[src/tth_pkg.sv]
// shared constants and types for the tone transceiver host port
package tth_pkg;
    localparam int DATA_W = 4;
    // event flag bit positions
    localparam int FLAG_IRQ   = 0;
    localparam int FLAG_TXE   = 1;
    localparam int FLAG_RXF   = 2;
    localparam int FLAG_SETTL = 3;
    // control register a bits
    localparam int CA_TONE  = 0;
    localparam int CA_CP    = 1;
    localparam int CA_IRQEN = 2;
    localparam int CA_BSEL  = 3;
    // control register b bits
    localparam int CB_BURST_OFF = 0;
    localparam logic [3:0] ZERO4 = 4'h0;
    localparam logic [3:0] CTRL_A_BURST = 4'hD;
    localparam logic [3:0] CTRL_INIT_B  = 4'h8;
    // burst timing
    localparam int CLK_MHZ       = 100;
    localparam int BURST_MS      = 51;
    localparam int BURST_CP_MS   = 102;
    localparam int BURST_CYC     = BURST_MS * 1000 * CLK_MHZ;
    localparam int BURST_CP_CYC  = BURST_CP_MS * 1000 * CLK_MHZ;
    localparam int CNT_W         = 32;
    // host apb register offsets
    localparam logic [7:0] OFS_CMD    = 8'h00;
    localparam logic [7:0] OFS_WDATA  = 8'h04;
    localparam logic [7:0] OFS_STATUS = 8'h08;
    localparam logic [7:0] OFS_RDATA  = 8'h0C;
    // host command codes
    localparam logic [2:0] CMD_RD_STATUS = 3'h1;
    localparam logic [2:0] CMD_WR_CTRL   = 3'h2;
    localparam logic [2:0] CMD_WR_TX     = 3'h3;
    localparam logic [2:0] CMD_RD_RX     = 3'h4;
    localparam logic [2:0] CMD_INIT      = 3'h5;
    localparam logic [2:0] CMD_BURST_CFG = 3'h6;
    // strobe must outlast both two-flop paths before read data is taken
    localparam int STROBE_CYC = 5;
    typedef enum logic [1:0] {TTH_IDLE, TTH_SET, TTH_STRB, TTH_GAP}
        tth_bus_t;
    typedef enum logic [1:0] {TTH_B_IDLE, TTH_B_TONE, TTH_B_PAUSE}
        tth_burst_t;
endpackage
[src/tth_if.sv]
// parallel microprocessor port between host and transceiver
`timescale 1ns/1ps
`default_nettype none
interface tth_if;
    logic       register_select_line;
    logic       rd_n;
    logic       wr_n;
    logic [3:0] host_d_out;
    logic       host_d_oe;
    logic [3:0] dev_d_out;
    logic       dev_d_oe;
    logic       interrupt_or_tone_pin_n_oe;
    modport dev (input register_select_line, rd_n, wr_n, host_d_out,
                 host_d_oe, output dev_d_out, dev_d_oe,
                 interrupt_or_tone_pin_n_oe);
    modport host (output register_select_line, rd_n, wr_n, host_d_out,
                  host_d_oe, input dev_d_out, dev_d_oe,
                  interrupt_or_tone_pin_n_oe);
endinterface
`default_nettype wire

[src/tth_device.sv]
// transceiver end: status flags, control registers, burst timer
// Notes on behaviour
// - summary bit follows bits 1/2, cleared on read
// - burst mode sets tx empty after pause
// - tx empty cleared on read, held off outside burst
// - rx full set on valid digit, cleared on read
// - settled presence bit set on absence, cleared on tone
// - select high: read status, write control
// - select low write loads transmit digit
// - host init sequence of control writes
// - host configures A then B for bursts
// - host waits interrupt or polls, then reads
// - tx empty seen, host writes next digit
// - rx full seen, host fetches received digit
// - bank b selected for exactly one write
// - interrupt low on rx digit or tx ready
// - control b bit0 low enables timed bursts
// - control a bit0 gates all tone output
`timescale 1ns/1ps
`default_nettype none
module tth_device
    import tth_pkg::*;
#(
    parameter int BURST_CYCLES    = tth_pkg::BURST_CYC,
    parameter int BURST_CP_CYCLES = tth_pkg::BURST_CP_CYC
) (
    input  wire logic        sys_clk,        // 100 mhz clock
    input  wire logic        rst,            // async reset, high
    tth_if.dev               bus,            // host parallel port
    input  wire logic        rx_valid,       // pulse: valid digit decoded
    input  wire logic [3:0]  rx_code,        // decoded digit code
    input  wire logic        tone_absent,    // pulse: absence validated
    input  wire logic        tone_present,   // pulse: tone pair validated
    output logic             tone_on,        // generator running
    output logic [3:0]       tone_code,      // digit being sent
    output logic [3:0]       ctrl_a,         // control register a
    output logic [3:0]       ctrl_b          // control register b
);
    import tth_pkg::*;

    // pin synchronisers
    logic [1:0] rs_s, rd_s, wr_s;
    logic [3:0] d_s1, d_s2;
    logic       rd_q, wr_q;
    logic [3:0] flags, next_flags;
    logic [3:0] next_ctrl_a, next_ctrl_b, rx_data, next_rx_data;
    logic [3:0] tx_data, next_tx_data, dout, next_dout;
    logic       bank_b, next_bank_b, oe, next_oe;
    tth_burst_t bst, next_bst;
    logic [CNT_W-1:0] cnt, next_cnt;
    logic       tx_start, burst_mode, rd_fall, rd_rise, wr_rise;
    logic [CNT_W-1:0] dur;
    logic       next_tone_on;
    logic [3:0] next_tone_code;

    always_ff @(posedge sys_clk or posedge rst) begin
        if (rst) begin
            rs_s <= '0;
            rd_s <= 2'h3;
            wr_s <= 2'h3;
            d_s1 <= ZERO4;
            d_s2 <= ZERO4;
            rd_q <= 1'b1;
            wr_q <= 1'b1;
        end else begin
            rs_s <= {rs_s[0], bus.register_select_line};
            rd_s <= {rd_s[0], bus.rd_n};
            wr_s <= {wr_s[0], bus.wr_n};
            d_s1 <= bus.host_d_out;
            d_s2 <= d_s1;
            rd_q <= rd_s[1];
            wr_q <= wr_s[1];
        end
    end

    assign rd_fall = rd_q & ~rd_s[1];
    assign rd_rise = ~rd_q & rd_s[1];
    assign wr_rise = ~wr_q & wr_s[1];
    assign burst_mode = ~ctrl_b[CB_BURST_OFF];
    assign dur = ctrl_a[CA_CP] ? CNT_W'(BURST_CP_CYCLES)
                               : CNT_W'(BURST_CYCLES);

    // register access and flags
    always_comb begin
        next_flags   = flags;
        next_ctrl_a  = ctrl_a;
        next_ctrl_b  = ctrl_b;
        next_bank_b  = bank_b;
        next_tx_data = tx_data;
        next_rx_data = rx_data;
        next_dout    = dout;
        next_oe      = oe;
        tx_start     = 1'b0;
        if (rd_fall) begin
            next_oe = 1'b1;
            next_dout = rs_s[1] ? flags : rx_data;
        end
        if (rd_rise) begin
            next_oe = 1'b0;
            if (rs_s[1]) begin
                next_flags[FLAG_IRQ] = 1'b0;
                next_flags[FLAG_TXE] = 1'b0;
                next_flags[FLAG_RXF] = 1'b0;
            end
        end
        if (wr_rise) begin
            if (rs_s[1]) begin
                if (bank_b) begin
                    next_ctrl_b = d_s2;
                    next_bank_b = 1'b0;
                end else begin
                    next_ctrl_a = d_s2;
                    next_bank_b = d_s2[CA_BSEL];
                end
            end else begin
                next_tx_data = d_s2;
                tx_start = 1'b1;
            end
        end
        // hardware sets win over read clears
        if (rx_valid) begin
            next_rx_data = rx_code;
            next_flags[FLAG_RXF] = 1'b1;
        end
        if (bst == TTH_B_PAUSE && cnt == '0 && burst_mode)
            next_flags[FLAG_TXE] = 1'b1;
        if (!burst_mode)
            next_flags[FLAG_TXE] = 1'b0;
        // rx digit and tx empty set events re-arm the summary, even over a read clear; settled presence does not
        if (rx_valid || (bst == TTH_B_PAUSE && cnt == '0 && burst_mode))
            next_flags[FLAG_IRQ] = 1'b1;
        if (tone_absent)
            next_flags[FLAG_SETTL] = 1'b1;
        else if (tone_present)
            next_flags[FLAG_SETTL] = 1'b0;
    end

    // burst timer
    always_comb begin
        next_bst = bst;
        next_cnt = cnt;
        unique case (bst)
            TTH_B_IDLE: begin
                if (tx_start && burst_mode) begin
                    next_bst = TTH_B_TONE;
                    next_cnt = dur - CNT_W'(1);
                end
            end
            TTH_B_TONE: begin
                if (cnt == '0) begin
                    next_bst = TTH_B_PAUSE;
                    next_cnt = dur - CNT_W'(1);
                end else
                    next_cnt = cnt - CNT_W'(1);
            end
            TTH_B_PAUSE: begin
                if (cnt == '0)
                    next_bst = TTH_B_IDLE;
                else
                    next_cnt = cnt - CNT_W'(1);
            end
        endcase
        if (!burst_mode)
            next_bst = TTH_B_IDLE;
    end

    // tone generator drive
    always_comb begin
        next_tone_code = tx_data;
        next_tone_on   = ctrl_a[CA_TONE] &
                         (burst_mode ? (bst == TTH_B_TONE) : 1'b1);
    end

    always_ff @(posedge sys_clk or posedge rst) begin
        if (rst) begin
            flags <= ZERO4;
            ctrl_a <= ZERO4;
            ctrl_b <= ZERO4;
            bank_b <= 1'b0;
            tx_data <= ZERO4;
            rx_data <= ZERO4;
            dout <= ZERO4;
            oe <= 1'b0;
            bst <= TTH_B_IDLE;
            cnt <= '0;
            tone_on <= 1'b0;
            tone_code <= ZERO4;
        end else begin
            flags <= next_flags;
            ctrl_a <= next_ctrl_a;
            ctrl_b <= next_ctrl_b;
            bank_b <= next_bank_b;
            tx_data <= next_tx_data;
            rx_data <= next_rx_data;
            dout <= next_dout;
            oe <= next_oe;
            bst <= next_bst;
            cnt <= next_cnt;
            tone_on <= next_tone_on;
            tone_code <= next_tone_code;
        end
    end

    assign bus.dev_d_out = dout;
    assign bus.dev_d_oe  = oe;
    // open-drain interrupt, pulled low while enabled event pending, never in call progress mode
    assign bus.interrupt_or_tone_pin_n_oe = ctrl_a[CA_IRQEN] &
        ~ctrl_a[CA_CP] & (flags[FLAG_RXF] |
        (burst_mode & flags[FLAG_TXE]));
endmodule // tth_device
`default_nettype wire

[src/flat_wrapper.sv]
// flat-port wrapper written by rule: the top's interface ports become plain ports
module tth_device_flat import tth_pkg::*;
#(
    parameter int BURST_CYCLES    = tth_pkg::BURST_CYC,
    parameter int BURST_CP_CYCLES = tth_pkg::BURST_CP_CYC
)
  (sys_clk, rst, rx_valid, rx_code, tone_absent, tone_present, tone_on, tone_code, ctrl_a, ctrl_b, bus_register_select_line, bus_rd_n, bus_wr_n, bus_host_d_out, bus_host_d_oe, bus_dev_d_out, bus_dev_d_oe, bus_interrupt_or_tone_pin_n_oe);
  tth_if bus_i ();
  input  wire logic sys_clk;
  input  wire logic rst;
  input  wire logic rx_valid;
  input  wire logic [3:0] rx_code;
  input  wire logic tone_absent;
  input  wire logic tone_present;
  output logic tone_on;
  output logic [3:0] tone_code;
  output logic [3:0] ctrl_a;
  output logic [3:0] ctrl_b;
  input wire logic [$bits(bus_i.register_select_line)-1:0] bus_register_select_line;
  input wire logic [$bits(bus_i.rd_n)-1:0] bus_rd_n;
  input wire logic [$bits(bus_i.wr_n)-1:0] bus_wr_n;
  input wire logic [$bits(bus_i.host_d_out)-1:0] bus_host_d_out;
  input wire logic [$bits(bus_i.host_d_oe)-1:0] bus_host_d_oe;
  output wire logic [$bits(bus_i.dev_d_out)-1:0] bus_dev_d_out;
  output wire logic [$bits(bus_i.dev_d_oe)-1:0] bus_dev_d_oe;
  output wire logic [$bits(bus_i.interrupt_or_tone_pin_n_oe)-1:0] bus_interrupt_or_tone_pin_n_oe;
  assign bus_i.register_select_line = bus_register_select_line;
  assign bus_i.rd_n = bus_rd_n;
  assign bus_i.wr_n = bus_wr_n;
  assign bus_i.host_d_out = bus_host_d_out;
  assign bus_i.host_d_oe = bus_host_d_oe;
  assign bus_dev_d_out = bus_i.dev_d_out;
  assign bus_dev_d_oe = bus_i.dev_d_oe;
  assign bus_interrupt_or_tone_pin_n_oe = bus_i.interrupt_or_tone_pin_n_oe;
  tth_device #(.BURST_CYCLES(BURST_CYCLES), .BURST_CP_CYCLES(BURST_CP_CYCLES)) u_core (.sys_clk(sys_clk), .rst(rst), .bus(bus_i), .rx_valid(rx_valid), .rx_code(rx_code), .tone_absent(tone_absent), .tone_present(tone_present), .tone_on(tone_on), .tone_code(tone_code), .ctrl_a(ctrl_a), .ctrl_b(ctrl_b));
endmodule
[config.mk]
export PLATFORM = sky130hd
export DESIGN_NAME = tth_device_flat
export DESIGN_NICKNAME = d
export VERILOG_FILES = /design/src/tth_pkg.sv /design/src/tth_if.sv /design/src/tth_device.sv /design/src/flat_wrapper.sv
export SDC_FILE = /design/constraint.sdc
export NUM_CORES = 1
export LEC_CHECK = 0
export BUFFER_PORTS_ARGS = -buffer_cell sky130_fd_sc_hd__clkbuf_2
export CAP_MARGIN = 20
export CELL_PAD_IN_SITES_DETAIL_PLACEMENT = 0
export CELL_PAD_IN_SITES_GLOBAL_PLACEMENT = 1
export CORE_MARGIN = 8
export CORE_UTILIZATION = 31
export CTS_CLUSTER_SIZE = 10
export DETAILED_ROUTE_END_ITERATION = 10
export PLACE_DENSITY_LB_ADDON = 0.1
export SLEW_MARGIN = 0
export SYNTH_ARGS = -nofsm -noshare
export SYNTH_HDL_FRONTEND = slang
export SYNTH_SLANG_ARGS = --single-unit
[constraint.sdc]
create_clock -name sys_clk -period 6.7 [get_ports sys_clk]
set_clock_uncertainty 0.2 [all_clocks]
set_input_delay 0.67 -clock sys_clk [delete_from_list [all_inputs] [get_ports sys_clk]]
set_output_delay 0.67 -clock sys_clk [all_outputs]
set_load 0.01 [all_outputs]
==> flow_metrics.py <==
metrics = {
    "routing": {
        "vias": 2785,
        "dr.pass1.iters": 4,
        "drc_errors": 0,
        "avgViaCountPerCell": 5.01,
        "drt_iter0_drc": 92,
        "wirelength_um": 8930,
        "ant_nets": 0,
        "routedWlPerCell_um": 16.1,
    },
    "setup_path": {
        "critPathTopFamily": "simple AND/OR/NAND/NOR gates",
        "crit_path_end_kind": "register",
        "worstPathArrival_ns": 3.04,
        "r2r_end": "u_core.cnt[14]",
        "worstPathRequired_ns": 6.74,
        "critPathMaxStageDelay_ns": 0.59,
        "worst-path-stages": 8,
        "start_kind": "register",
        "worstSetupPathType": "reg -> reg",
        "cp_slowest_cell": "or4_4",
        "rr_worst_depth": 8,
        "path_cells": "inv_1, ha_1, nor3b_2, nand4_1, or4_4, nand2_4, a21oi_1, a211oi_1",
        "cp_num_buf_inv": 1,
        "reg2reg_from": "u_core.cnt[0]",
        "crit_fanout": 15,
        "reg2reg_slack_ns": 3.70,
    },
    "power_and_ir_drop": {
        "p_per_area_nw_per_um2": 431,
        "pwr-share-comb_pct": 37.3,
        "peakVddDrop_mv": 0.163,
        "p_sw_share_pct": 40.5,
        "clkPwrFrac_pct": 24.8,
        "p_switching_mw": 0.769,
        "power.leakage_nw": 1.89,
        "pwr-share-seq_pct": 37.9,
        "p_int_mw": 1.13,
    },
    "cts": {
        "clkSinkCount": 81,
        "cts_buffers": 9,
        "cts_resized": 0,
        "cts_max_level": 3,
        "cts-root-buf": "clkbuf_16",
        "cts_hold_buf": 0,
        "cts_setup_buffers": 0,
        "clkTransAtPathRegs_ns": 0.07,
        "cts_max_path_buffers": 2,
        "cts_tree": "yes",
        "clkLatencyLatePin_ns": 0.35,
    },
    "timing": {
        "drv_slew": 0,
        "worst_pin_slew_ns": 0.975,
        "slew_headroom_pct": 35.0,
        "holdWs_ns": 0.100,
        "fmaxAchievable_mhz": 333,
        "fin_crit_sh_pct": 44.8,
        "grt_setup_unrepaired": "no",
        "hold_viol": 0,
        "setup_ws_ns": 3.70,
        "period_needed_ns": 3.00,
        "finalSetupViolCount": 0,
        "setup_tns_ns": 0,
    },
    "synthesis": {
        "yosysMostFrequentCell": "dfrtp_1",
        "ys_warn_count": 0,
        "yosys-top-cells-count": "dfrtp_1 (75), nor2_1 (59), nand2_1 (29), a21oi_1 (28), mux2_2 (15)",
        "ys_ff_latch": 81,
        "synth_top_area_share_pct": 49.1,
        "syn_area_per_cell_um2": 10.3,
        "synthCells": 371,
        "ys.flop_type": "dfrtp_1",
        "syn-cell-area_um2": 3820,
        "synth.area.top_cells": "dfrtp_1 (49%), nor2_1 (5.8%), mux2_2 (4.4%)",
        "yosysUniqueCellTypes": 59,
        "synth_edf_count": 0,
        "synth_async_sr_flop_share_pct": 100,
        "synth_seq_area_share_pct": 53.2,
        "synth_top_area_cell": "dfrtp_1",
        "synth_nets": 395,
    },
    "placed_design": {
        "dp_worst_setup_slack_ns": 3.70,
        "portBuffers": 34,
        "hpwlAfterDp_um": 6120,
        "finalWeightedCongestion": 0.783,
    },
    "floorplan": {
        "fp.coreArea_um2": 12000,
        "io_pins": 36,
        "start_util_pct": 31.8,
        "rows": 40,
        "fp.dieH_um": 127,
        "die_area_um2": 16100,
        "die_width_um": 127,
    },
    "final_layout": {
        "multi_input_area_um2": 1670,
        "fillers": 1231,
        "regArea_um2": 2030,
        "diodes": 0,
        "syn_to_final_growth_pct": 15.3,
        "final_nets": 428,
        "drive_above_1_share_pct": 22.2,
    },
    "status": {
        "status": "finished, final reports clean",
    },
    "global_routing": {
        "grt_pass1_wl_um": 15100,
        "first_global_vias": 2847,
        "grt_max_degree": 59,
        "antenna_found_initial": 0,
        "grt_overflow_total": 0,
        "track_usage_pct": 11.9,
    },
    "job": {
        "drv_cap": 0,
    },
    "worst_hold_path": {
        "min_path_type": "in -> async",
    },
}
==> per-stage QoR <==
| step | power [mW] | instance area [um^2] | std cells | util [%] |
|---|---|---|---|---|
| finish | 1.90 | 4410 | 556 | 36.7 |
| global route | 2.04 | 4410 | 556 | 36.7 |
| CTS | 1.93 | 4410 | 556 | 36.7 |
| detailed placement | 1.45 | 4120 | 540 | 34.3 |
| global placement | 1.44 | 4120 | 540 | 34.3 |
| floorplan | 1.25 | 3820 | 371 | - |
==> worst max-delay path by stage <==
stage	from	to	slack, ns
2_1_floorplan	rst	u_core.bank_b	3.76
3_3_place_gp	u_core.cnt[0]	u_core.cnt[6]	3.69
3_5_place_dp	u_core.cnt[0]	u_core.cnt[12]	3.70
4_1_cts	u_core.cnt[0]	u_core.cnt[6]	3.68
5_1_grt	u_core.cnt[0]	u_core.cnt[6]	3.50
6_report	u_core.cnt[0]	u_core.cnt[14]	3.70
==> power groups by stage <==
stage / logic, mW / clock network (mW) / registers [mW]
global placement: 0.712 / 0 / 0.728
global route: 0.795 / 0.511 / 0.739
finish: 0.709 / 0.471 / 0.720
floorplan: 0.548 / 0 / 0.699
detailed placement: 0.717 / 0 / 0.728
CTS: 0.720 / 0.491 / 0.723
==> cell type report <==
class | instances | area share, %
Clock buffer | 10 | 5.20
Sequential cell | 81 | 46.2
Timing Repair Buffer | 36 | 4.20
Inverter | 12 | 1.05
Clock inverter | 6 | 1.22
Tap cell | 147 | 4.17
Multi-Input combinational cell | 264 | 38.0
==> logic make-up (layout without fill, tap and decap cells) <==
group                      count (synthesis)  after routing  synth area share (%)
AOI/OAI and AO/OA                         79             79                  13.4
and+or+nand+nor                          146            146                  19.7
muxes                                     19             19                  5.47
DFF                                       81             81                  53.2
xor gates and xnor gates                  13             13                  2.98
buffers and inverters                     26             64                  2.98
adders and majority gates                  7              7                  2.29
==> placed cells by master (no fill, tap or decap), types with 6 or more instances in the layout <==
master,netlist,final
a211oi_1,6,6
a21oi_1,28,28
clkbuf_16,0,9
clkbuf_2,0,34
dfrtp_1,75,75
dfstp_2,6,6
ha_1,7,7
inv_1,12,11
mux2_2,15,15
nand2_1,29,29
nand3_1,10,10
nor2_1,59,59
nor3_1,7,7
nor4_1,7,7
o21ai_0,14,14
o22a_1,7,7
xor2_1,10,10
==> metal layers <==
metal	routed length, um	part of all wire (%)	vias up	track usage (%)
li1	-	-	1370	-
met2	4060	46	43	17.7
met4	211	2.4	0	6.16
met1	4390	49	1358	15.9
met5	0	0	-	0
met3	265	3.0	14	2.62
==> flip-flops by register name (all words and copies together) (netlist names) <==
register	count
u_core.rx_data	4
u_core.bst	2
u_core.d_s2	4
u_core.ctrl_a	4
u_core.wr_q	1
u_core.flags	4
u_core.tone_on	1
u_core.rd_s	2
u_core.ctrl_b	4
u_core.cnt	32
u_core.bank_b	1
u_core.tone_code	4
u_core.rd_q	1
u_core.rs_s	2
u_core.next_tone_code	4
u_core.bus.dev_d_out	4
u_core.bus.dev_d_oe	1
u_core.d_s1	4
u_core.wr_s	2
No activity file was read; power rests on OpenSTA's default activity.
